File: config.mk
export PLATFORM = sky130hd
export DESIGN_NAME = scem_monitor
export DESIGN_NICKNAME = d
export VERILOG_FILES = /design/src/rtl/scem_pkg.sv /design/src/rtl/scem_us_tick.sv /design/src/rtl/scem_err_record.sv /design/src/rtl/scem_monitor.sv
export SDC_FILE = /design/constraint.sdc
export NUM_CORES = 1
export LEC_CHECK = 0
export BUFFER_PORTS_ARGS = -buffer_cell sky130_fd_sc_hd__buf_4
export CORE_MARGIN = 2
export CORE_UTILIZATION = 35
export DETAILED_ROUTE_END_ITERATION = 7
export PLACE_DENSITY = 0.54
export SLEW_MARGIN = 20
export SYNTH_ARGS = -nofsm -noshare
export SYNTH_HDL_FRONTEND = slang
export SYNTH_SLANG_ARGS = --single-unit
File: constraint.sdc
create_clock -name core_clk -period 19.9 [get_ports core_clk]
set_input_delay 5.97 -clock core_clk [delete_from_list [all_inputs] [get_ports core_clk]]
set_output_delay 5.97 -clock core_clk [all_outputs]
set_load 0.005 [all_outputs]
File: src/rtl/scem_pkg.sv
// Package: constants, register map and types of the link error monitor
package scem_pkg;
   // Timing
   localparam int CLK_NS = 5;
   localparam int US_NS = 1000;
   localparam int US_CYCLES = (US_NS + CLK_NS - 1) / CLK_NS;
   localparam int US_PER_MS = 1000;
   localparam int OUT_LAG_MS = 2;
   localparam int OUT_LAG_US = OUT_LAG_MS * US_PER_MS;
   localparam int CFG_PROC_MS = 200;
   localparam int PROC_CYCLES = 16;
   localparam int BLINK_MS = 250;
   // Limits and reset values
   localparam logic [13:0] TIMEOUT_MAX = 14'd10000;
   localparam logic [3:0] ERRLIM_MIN = 4'h1;
   localparam logic [3:0] ERRLIM_MAX = 4'ha;
   localparam logic [13:0] TIMEOUT_RST = 14'h0;
   localparam logic [3:0] ERRLIM_RST = 4'h3;
   localparam logic [15:0] TXWAIT_RST = 16'h0;
   localparam logic [15:0] SILENT_RST = 16'h0;
   localparam int REC_DEPTH = 8;
   // Error codes
   localparam logic [7:0] CODE_SWITCH = 8'h83;
   localparam logic [7:0] CODE_TXERR = 8'h84;
   localparam logic [7:0] CODE_TIMEOUT = 8'h85;
   localparam logic [7:0] CODE_UNDEF = 8'h88;
   localparam logic [7:0] CODE_UIBUSY = 8'h89;
   localparam logic [7:0] CODE_NVBUSY = 8'h8a;
   localparam logic [7:0] CODE_RANGE = 8'h8c;
   localparam logic [7:0] CODE_DISABLED = 8'h8d;
   localparam logic [7:0] EXC_FUNC = 8'h01;
   localparam logic [7:0] EXC_ADDR = 8'h02;
   localparam logic [7:0] EXC_VALUE = 8'h03;
   localparam logic [7:0] EXC_EXEC = 8'h04;
   // Register offsets
   localparam logic [7:0] OFS_CTRL = 8'h00;
   localparam logic [7:0] OFS_TIMEOUT = 8'h04;
   localparam logic [7:0] OFS_ERRLIM = 8'h08;
   localparam logic [7:0] OFS_TXWAIT = 8'h0c;
   localparam logic [7:0] OFS_SILENT = 8'h10;
   localparam logic [7:0] OFS_STATUS = 8'h14;
   localparam logic [7:0] OFS_RECIDX = 8'h18;
   localparam logic [7:0] OFS_RECORD = 8'h1c;
   // Field positions
   localparam int CTRL_ALMCLR_BIT = 0;
   localparam int CTRL_RECCLR_BIT = 1;
   localparam int CTRL_STOP_LSB = 2;
   localparam int ST_ALARM_BIT = 8;
   localparam int ST_WARN_BIT = 9;
   localparam int ST_CONSEC_LSB = 10;
   localparam int ST_CFGBUSY_BIT = 14;
   localparam int REC_COUNT_LSB = 8;

   typedef enum logic [1:0] {
      CAUSE_RANGE, CAUSE_UIBUSY, CAUSE_NVBUSY, CAUSE_DISABLED
   } scem_cause_t;

   typedef enum logic [2:0] {
      QK_OTHER, QK_START, QK_STOP, QK_REMOTE, QK_CONFIG
   } scem_query_t;
endpackage

File: src/rtl/scem_us_tick.sv
// Divider giving a one-cycle microsecond enable
`timescale 1ns/1ps
module scem_us_tick
   import scem_pkg::*;
(
   input wire logic core_clk,
   input wire logic rstn,
   output logic usTick
);
   typedef struct packed {
      logic [7:0] cnt;
      logic tick;
   } scem_div_t;

   scem_div_t s;
   scem_div_t next_s;

   always_comb
   begin
      next_s = s;
      next_s.tick = 1'b0;
      if (s.cnt == 8'(US_CYCLES - 1))
      begin
         next_s.cnt = 8'h0;
         next_s.tick = 1'b1;
      end
      else
         next_s.cnt = s.cnt + 8'h1;
   end

   always_ff @(posedge core_clk or negedge rstn)
   begin
      if (!rstn)
         s <= '0;
      else
         s <= next_s;
   end

   assign usTick = s.tick;
endmodule

File: src/rtl/scem_err_record.sv
// Volatile ring of logged communication error codes
`timescale 1ns/1ps
module scem_err_record
   import scem_pkg::*;
(
   input wire logic core_clk,
   input wire logic rstn,
   input wire logic logWe,
   input wire logic [7:0] logCode,
   input wire logic logClr,
   input wire logic [2:0] rdIdx,
   output logic [7:0] rdCode,
   output logic [3:0] count
);
   typedef struct packed {
      logic [REC_DEPTH-1:0][7:0] mem;
      logic [2:0] wp;
      logic [3:0] cnt;
   } scem_rec_t;

   scem_rec_t s;
   scem_rec_t next_s;

   // Clear and log in one cycle: the new entry survives
   always_comb
   begin
      next_s = s;
      if (logClr)
      begin
         next_s.cnt = 4'h0;
         next_s.wp = 3'h0;
      end
      if (logWe)
      begin
         next_s.mem[next_s.wp] = logCode;
         next_s.wp = next_s.wp + 3'h1;
         if (next_s.cnt != 4'(REC_DEPTH))
            next_s.cnt = next_s.cnt + 4'h1;
      end
   end

   // Cleared by reset and by logClr; no nonvolatile copy
   always_ff @(posedge core_clk or negedge rstn)
   begin
      if (!rstn)
         s <= '0;
      else
         s <= next_s;
   end

   assign rdCode = s.mem[rdIdx];
   assign count = s.cnt;
endmodule

File: src/rtl/scem_monitor.sv
// Top: link error monitor with alarm, warning and response timing
//
// Added by the designer: the register addresses and the APB slave port.
`timescale 1ns/1ps
module scem_monitor
   import scem_pkg::*;
(
   input wire logic core_clk,
   input wire logic resetn,
   input wire logic psel,
   input wire logic penable,
   input wire logic pwrite,
   input wire logic [7:0] paddr,
   input wire logic [31:0] pwdata,
   output logic [31:0] prdata,
   output logic pready,
   output logic pslverr,
   input wire logic [3:0] rateSwitch,
   input wire logic rxFrameOk,
   input wire logic rxTxError,
   input wire logic excValid,
   input wire logic [7:0] excCode,
   input wire scem_cause_t excCause,
   input wire logic queryValid,
   input wire scem_query_t queryKind,
   output logic fault_ok_output,
   output logic caution_output,
   output logic motorStop,
   output logic alarmBlink,
   output logic [1:0] stopDecel,
   output logic respSend,
   output logic outUpdate,
   output logic cfgBusy,
   output logic cfgDone
);
   ////////////////////////////////////////////////////////////////////////
   // State
   typedef struct packed {
      logic [3:0] sw1;
      logic [3:0] sw2;
      logic pready;
      logic pslverr;
      logic [31:0] prdata;
      logic [13:0] timeoutMs;
      logic [3:0] errLim;
      logic [15:0] tx_wait_time;
      logic [15:0] silentUs;
      logic [1:0] stopAction;
      logic [2:0] recIdx;
      logic [3:0] consec;
      logic warn;
      logic alarm;
      logic [7:0] alarmCode;
      logic [9:0] usInMs;
      logic [13:0] idleMs;
      logic respBusy;
      logic [16:0] respUs;
      logic [7:0] procCnt;
      logic respSend;
      logic outPend;
      logic [16:0] outUs;
      logic outUpdate;
      logic cfgBusy;
      logic [9:0] cfgMs;
      logic cfgDone;
      logic stopReq;
      logic [1:0] stopDecel;
      logic blink;
      logic [7:0] blinkMs;
      logic recWe;
      logic [7:0] recCode;
      logic recClr;
      logic faultOk;
      logic caution;
      logic motorStop;
   } scem_state_t;

   scem_state_t s;
   scem_state_t next_s;
   logic [1:0] rstPipe;
   logic rstn;
   logic usTick;
   logic [7:0] recRdCode;
   logic [3:0] recCount;

   ////////////////////////////////////////////////////////////////////////
   // Reset release and helpers
   always_ff @(posedge core_clk or negedge resetn)
   begin
      if (!resetn)
         rstPipe <= 2'b00;
      else
         rstPipe <= {rstPipe[0], 1'b1};
   end
   assign rstn = rstPipe[1];

   scem_us_tick u_tick (
      .core_clk(core_clk),
      .rstn(rstn),
      .usTick(usTick)
   );

   scem_err_record u_rec (
      .core_clk(core_clk),
      .rstn(rstn),
      .logWe(s.recWe),
      .logCode(s.recCode),
      .logClr(s.recClr),
      .rdIdx(s.recIdx),
      .rdCode(recRdCode),
      .count(recCount)
   );

   // Exception to error code; zero means nothing to log
   function automatic logic [7:0] mapExc(input logic [7:0] code,
                                         input scem_cause_t cause);
      logic [7:0] r;
      r = 8'h00;
      if (code == EXC_FUNC || code == EXC_ADDR)
         r = CODE_UNDEF;
      else if (code == EXC_VALUE)
         r = CODE_RANGE;
      else if (code == EXC_EXEC)
      begin
         unique case (cause)
            CAUSE_RANGE: r = CODE_RANGE;
            CAUSE_UIBUSY: r = CODE_UIBUSY;
            CAUSE_NVBUSY: r = CODE_NVBUSY;
            CAUSE_DISABLED: r = CODE_DISABLED;
         endcase
      end
      return r;
   endfunction

   function automatic logic mapped(input logic [7:0] a);
      return a == OFS_CTRL || a == OFS_TIMEOUT || a == OFS_ERRLIM ||
             a == OFS_TXWAIT || a == OFS_SILENT || a == OFS_STATUS ||
             a == OFS_RECIDX || a == OFS_RECORD;
   endfunction

   ////////////////////////////////////////////////////////////////////////
   // Next state
   logic msTick;
   logic setupPh;
   logic wrAcc;
   logic swErr;
   logic consecEvt;
   logic toEvt;
   logic almEvt;
   logic [7:0] almCode;
   logic [7:0] excLog;
   logic [31:0] rdVal;
   logic [16:0] waitUs;
   logic [16:0] lagUs;

   always_comb
   begin
      next_s = s;
      next_s.respSend = 1'b0;
      next_s.outUpdate = 1'b0;
      next_s.cfgDone = 1'b0;
      next_s.recWe = 1'b0;
      next_s.recClr = 1'b0;
      next_s.pready = 1'b0;
      next_s.pslverr = 1'b0;

      // Switch is a pin: two flops before use
      next_s.sw1 = rateSwitch;
      next_s.sw2 = s.sw1;

      msTick = usTick && s.usInMs == 10'(US_PER_MS - 1);
      if (usTick)
         next_s.usInMs = msTick ? 10'h0 : s.usInMs + 10'h1;

      waitUs = {1'b0, s.tx_wait_time} + {1'b0, s.silentUs};
      lagUs = {1'b0, s.silentUs} + 17'(OUT_LAG_US);

      // Read mux
      unique case (paddr)
         OFS_CTRL: rdVal = 32'({s.stopAction, 2'b00});
         OFS_TIMEOUT: rdVal = 32'(s.timeoutMs);
         OFS_ERRLIM: rdVal = 32'(s.errLim);
         OFS_TXWAIT: rdVal = 32'(s.tx_wait_time);
         OFS_SILENT: rdVal = 32'(s.silentUs);
         OFS_STATUS: rdVal = 32'({s.cfgBusy, s.consec, s.warn, s.alarm,
                                  s.alarmCode});
         OFS_RECIDX: rdVal = 32'(s.recIdx);
         OFS_RECORD: rdVal = 32'({recCount, recRdCode});
         default: rdVal = 32'h0;
      endcase

      // Bus: answer prepared in setup, ready in first access cycle
      setupPh = psel && !penable;
      wrAcc = psel && penable && s.pready && pwrite && !s.pslverr;
      if (setupPh)
      begin
         next_s.pready = 1'b1;
         next_s.pslverr = !mapped(paddr);
         next_s.prdata = pwrite ? 32'h0 : rdVal;
      end
      if (wrAcc)
      begin
         unique case (paddr)
            OFS_CTRL:
            begin
               next_s.stopAction = pwdata[CTRL_STOP_LSB +: 2];
               next_s.recClr = pwdata[CTRL_RECCLR_BIT];
            end
            OFS_TIMEOUT:
               next_s.timeoutMs = pwdata > 32'(TIMEOUT_MAX) ?
                  TIMEOUT_MAX : pwdata[13:0];
            OFS_ERRLIM:
               if (pwdata < 32'(ERRLIM_MIN))
                  next_s.errLim = ERRLIM_MIN;
               else if (pwdata > 32'(ERRLIM_MAX))
                  next_s.errLim = ERRLIM_MAX;
               else
                  next_s.errLim = pwdata[3:0];
            OFS_TXWAIT: next_s.tx_wait_time = pwdata[15:0];
            OFS_SILENT: next_s.silentUs = pwdata[15:0];
            OFS_RECIDX: next_s.recIdx = pwdata[2:0];
            default: ;
         endcase
      end

      ////////////////////////////////////////////////////////////////////
      // Error classification and record
      excLog = excValid ? mapExc(excCode, excCause) : 8'h00;
      if (rxTxError)
      begin
         next_s.recWe = 1'b1;
         next_s.recCode = CODE_TXERR;
      end
      else if (excLog != 8'h00)
      begin
         next_s.recWe = 1'b1;
         next_s.recCode = excLog;
      end

      // Warning and consecutive count
      consecEvt = 1'b0;
      if (rxTxError)
      begin
         next_s.warn = 1'b1;
         if (s.consec != 4'hf)
            next_s.consec = s.consec + 4'h1;
         consecEvt = 5'(s.consec) + 5'h1 >= 5'(s.errLim);
      end
      else if (rxFrameOk)
      begin
         next_s.warn = 1'b0;
         next_s.consec = 4'h0;
      end

      // Link timeout, restarted by every good frame
      if (rxFrameOk)
         next_s.idleMs = 14'h0;
      else if (msTick && s.idleMs != 14'h3fff)
         next_s.idleMs = s.idleMs + 14'h1;
      toEvt = s.timeoutMs != 14'h0 && s.idleMs >= s.timeoutMs;

      swErr = s.sw2[3];

      // First cause wins the code when several coincide
      almEvt = swErr || consecEvt || toEvt;
      if (swErr)
         almCode = CODE_SWITCH;
      else if (consecEvt)
         almCode = CODE_TXERR;
      else
         almCode = CODE_TIMEOUT;

      // Clear and new cause together: the cause wins
      if (wrAcc && paddr == OFS_CTRL && pwdata[CTRL_ALMCLR_BIT])
      begin
         next_s.alarm = 1'b0;
         next_s.alarmCode = 8'h00;
         next_s.idleMs = 14'h0;
      end
      // Re-raised after a clear: the code is taken again
      if (almEvt && (!s.alarm || next_s.alarmCode == 8'h00))
      begin
         next_s.alarm = 1'b1;
         next_s.alarmCode = almCode;
      end
      if (next_s.alarm && !s.alarm && toEvt)
         next_s.idleMs = 14'h0;

      ////////////////////////////////////////////////////////////////////
      // Indicator: on at the alarm edge, then toggling
      if (!next_s.alarm)
      begin
         next_s.blink = 1'b0;
         next_s.blinkMs = 8'h0;
      end
      else if (!s.alarm)
      begin
         next_s.blink = 1'b1;
         next_s.blinkMs = 8'h0;
      end
      else if (msTick)
      begin
         if (s.blinkMs == 8'(BLINK_MS - 1))
         begin
            next_s.blinkMs = 8'h0;
            next_s.blink = !s.blink;
         end
         else
            next_s.blinkMs = s.blinkMs + 8'h1;
      end

      ////////////////////////////////////////////////////////////////////
      // Query handling; queries during configuration are dropped
      if (queryValid && !s.cfgBusy)
      begin
         next_s.respBusy = 1'b1;
         next_s.respUs = 17'h0;
         next_s.procCnt = 8'h0;
         unique case (queryKind)
            QK_START:
            begin
               next_s.outPend = 1'b1;
               next_s.outUs = 17'h0;
               next_s.stopReq = 1'b0;
            end
            QK_REMOTE:
            begin
               next_s.outPend = 1'b1;
               next_s.outUs = 17'h0;
            end
            QK_STOP:
            begin
               next_s.stopReq = 1'b1;
               next_s.stopDecel = s.stopAction;
            end
            QK_CONFIG:
            begin
               next_s.cfgBusy = 1'b1;
               next_s.cfgMs = 10'h0;
            end
            QK_OTHER: ;
            default: ;
         endcase
      end
      else
      begin
         // One extra tick: divider phase never shortens the wait
         if (s.respBusy && s.respUs <= waitUs)
         begin
            if (usTick)
               next_s.respUs = s.respUs + 17'h1;
         end
         else if (s.respBusy)
         begin
            if (s.procCnt == 8'(PROC_CYCLES - 1))
            begin
               next_s.respBusy = 1'b0;
               next_s.respSend = 1'b1;
            end
            else
               next_s.procCnt = s.procCnt + 8'h1;
         end

         // Output update: silent interval plus a lag under 4 ms
         if (s.outPend)
         begin
            if (s.outUs >= lagUs)
            begin
               next_s.outPend = 1'b0;
               next_s.outUpdate = 1'b1;
            end
            else if (usTick)
               next_s.outUs = s.outUs + 17'h1;
         end

         // Configuration ends well inside its bound
         if (s.cfgBusy && msTick)
         begin
            if (s.cfgMs == 10'(CFG_PROC_MS - 1))
            begin
               next_s.cfgBusy = 1'b0;
               next_s.cfgDone = 1'b1;
            end
            else
               next_s.cfgMs = s.cfgMs + 10'h1;
         end
      end

      // Fault output follows the next alarm value, motor stop the next alarm or stop request; caution follows warn
      next_s.faultOk = !next_s.alarm;
      next_s.motorStop = next_s.alarm || next_s.stopReq;
      next_s.caution = next_s.warn;
   end

   ////////////////////////////////////////////////////////////////////////
   // Registers
   always_ff @(posedge core_clk or negedge rstn)
   begin
      if (!rstn)
      begin
         s <= '0;
         s.timeoutMs <= TIMEOUT_RST;
         s.errLim <= ERRLIM_RST;
         s.tx_wait_time <= TXWAIT_RST;
         s.silentUs <= SILENT_RST;
         s.faultOk <= 1'b1;
      end
      else
         s <= next_s;
   end

   assign prdata = s.prdata;
   assign pready = s.pready;
   assign pslverr = s.pslverr;
   assign fault_ok_output = s.faultOk;
   assign caution_output = s.caution;
   assign motorStop = s.motorStop;
   assign alarmBlink = s.blink;
   assign stopDecel = s.stopDecel;
   assign respSend = s.respSend;
   assign outUpdate = s.outUpdate;
   assign cfgBusy = s.cfgBusy;
   assign cfgDone = s.cfgDone;
endmodule

==> impl_metrics.ini <==
[outcome]
status = finished, final reports clean

[global_routing]
grt_pass1_wl_um = 58510
overflow = 0
grt_pass1_vias = 10630
antenna_found_initial = 0
grt_max_degree = 187
track_usage_pct = 17.64

[drt]
ant_nets = 0
drtPass1Iterations = 5
wirelength_um = 37060
routedWlPerCell_um = 18.28
via_count = 10910
vias_per_cell = 5.382
drc = 0
drt-initial-drc-count = 779

[setup_path]
cp_max_fo = 12
cp-start-kind = input pin
arrival_ns = 8.52
path_class = input pin to flip-flop
critPathCaptureType = flip-flop
worstPathRequired_ns = 20.40

[logic_synthesis]
synth_top_family_by_area = simple AND/OR/NAND/NOR gates
yosysTopAreaCellShare_pct = 43.51
synth_edf_count = 0
synth_compound_area_share_pct = 12.66
async_flop_share_pct = 100.0
synth-seq-cells = 250
synth_fa_ha_area_share_pct = 7.697
synthDistinctLibCells = 76
synthXorXnorAreaFrac_pct = 5.487
yosysSeqAreaShare_pct = 44.06
yosys_warnings = 0
yosys-top-cells-area = dfrtp_1 (44%), ha_1 (7.5%), mux2_2 (5.7%), nor2_1 (3.1%), nand2_1 (3.1%)
syn_area_um2 = 14210
synth.largest_area_cell = dfrtp_1
synthCells = 1415
synth_ff_type = dfrtp_1
yosys.area_share.simple_pct = 16.96
yosys-mux-area-fraction_pct = 8.419
syn_avg_cell_area_um2 = 10.04

[clock_network]
htree_levels = 1
clock_path_buffers = 3
post-cts-setup-buffers = 0
cts_buffers = 29
cts_resized = 0
clock_sinks = 250
clkTransAtPathRegs_ns = 0.06
cts_root_buf = clkbuf_16
clock_latency_ns = 0.56
ctsHoldBuffers = 0
cts_tree = built

[timing]
rsz0062_at_grt = false
slew_viol_final = 0
setup_violations = 0
hold_viol_final = 0
worstMarginPinSlew_ns = 1.160
fin_tns_setup_ns = 0
fmax_mhz = 124.7
finalCritPeriodShare_pct = 40.30
relSlewSlack_pct = 22.35
finClkSkew_ns = 0.01107
fin_crit_ns = 8.021

[die]
core_um2 = 39910
die_w_um = 205.5
initial_utilization_pct = 35.59
row_count = 73
die_area_um2 = 42220
io_pins = 110
die_h_um = 205.5

[hold_path]
hold_class = flip-flop to flip-flop

[cells_and_area]
fin_cells = 2027
layout.nets = 1634
drive_above_1_share_pct = 16.71
fin_area_um2 = 16290
syn_to_final_growth_pct = 14.65
n_fill_cell = 3896
diodes = 0

[place]
numPortBuffers = 90
dp.cells = 1975
dp_hpwl_um = 27030
dpl_cell_area_um2 = 15230
gp_congestion = 0.8839

[run]
drv_cap = 0

[power]
power_density_nw_per_um2 = 76.97
p_leak_nw = 7.356
peakVddDrop_mv = 0.06043
power_mw = 1.254
-- critical path, cell delays in order --
cell,delay [ns]
buf_4,0.11
nor3_2,0.40
nand2_1,0.27
nor2_1,0.93
a22oi_1,0.38
a21oi_1,0.34
a21o_1,0.12
-- kinds of logic after synthesis --
family	after synthesis
other	2
flip-flops	250
adder cells (fa/ha/maj)	87
AO/OA/AOI/OAI	269
AND/OR/NAND/NOR	482
multiplexers	98
XOR/XNOR	89
buffers and inverters	138
-- state kept, by name, summed over array words and instances, names as in the netlist --
signal and count:
stopDecel 2, respSend 1, cfgBusy 1, fault_ok_output 1, alarmBlink 1, cfgDone 1, pslverr 1, u_tick.s 8
u_tick.usTick 1, motorStop 1, prdata 16, rstPipe 2, caution_output 1, u_rec.count 4, u_rec.s 43, s 163
outUpdate 1, pready 1, next_s 1
-- cell usage after synthesis (3+ instances only) --
cell and count:
a2111oi_0 4, and2_1 7, a21o_1 22, and4_1 5, o21ai_0 70, mux2_2 72
xnor2_1 49, a31o_2 5, nor2_1 119, nand2b_1 15, inv_1 61, nand3_1 50
a222oi_1 6, a211oi_1 16, dfrtp_1 247, a21oi_1 59, and3_1 28, nand4_1 33
dfstp_2 3, o211ai_1 4, nor3_1 33, ha_1 85, a22o_2 6, buf_1 3
nor4_1 16, mux4_2 10, buf_2 8, buf_4 34, a22oi_1 15, mux2i_1 16
and3b_1 3, a31oi_1 11, xor2_1 40, a22o_1 11, or3_1 14, a221oi_1 8
nor2b_1 11, a41o_1 4, or4_1 3, clkbuf_1 31, nor3b_1 12, nand2_1 118
-- placed cells by master, fill, tap and decap left out, drive strengths merged, types with 18 or more instances in the layout --
master,n
o21ai,72
xor2,40
nand3,51
a21oi,59
xnor2,49
nor2,119
nand4,33
and3,28
ha,85
buf,98
mux2,72
a21o,22
nor4,18
nor3,35
nand2,119
clkbuf,42
dfrtp,247
inv,62
-- report_power, final --
part	internal, mW	leakage [nW]	switching, mW
clock	0.360	0.508	0.216
combinational	0.0565	3.65	0.0602
sequential	0.536	3.20	0.0259
-- per-stage QoR --
step	hold slack, ns	utilization [%]	setup WS [ns]
floorplan	0.3312	-	12.20
global placement	0.3361	38.16	11.29
detailed placement	0.3347	38.16	11.32
CTS	0.3485	40.74	11.90
global route	0.3571	40.81	11.70
finish	0.3466	40.81	11.88
-- worst paths after layout --
check	startpoint	to	slack [ns]	cells past startpoint
max reg2reg	s[126]	s[71]	14.50	16
max	paddr[5]	prdata[10]	11.88	7
min reg2reg	next_s[213]	s[213]	0.35	0
min	next_s[213]	s[213]	0.35	0
min in group asynchronous	rstPipe[1]	s[86]	0.44	0
max in group asynchronous	resetn	rstPipe[1]	14.63	1
-- per-layer routing --
| metal | up-vias | share of wire (%) | global-route usage (%) |
|---|---|---|---|
| met2 | 272 | 46 | 28.08 |
| met5 | - | 0 | 0 |
| met4 | 0 | 3.2 | 5.704 |
| met3 | 65 | 5.2 | 3.120 |
| met1 | 5365 | 46 | 24.32 |
| li1 | 5208 | - | - |
-- area by class of cell --
| class | count | area, um2 | area share, % |
|---|---|---|---|
| Multi-Input combinational cell | 1042 | 7343 | 45.08 |
| Clock inverter | 9 | 173.9 | 1.068 |
| Sequential cell | 250 | 6264 | 38.45 |
| Inverter | 61 | 229.0 | 1.406 |
| Clock buffer | 42 | 854.6 | 5.246 |
| Tap cell | 525 | 656.9 | 4.033 |
| Timing Repair Buffer | 98 | 768.2 | 4.716 |
Power figures use the tool's default switching activity.
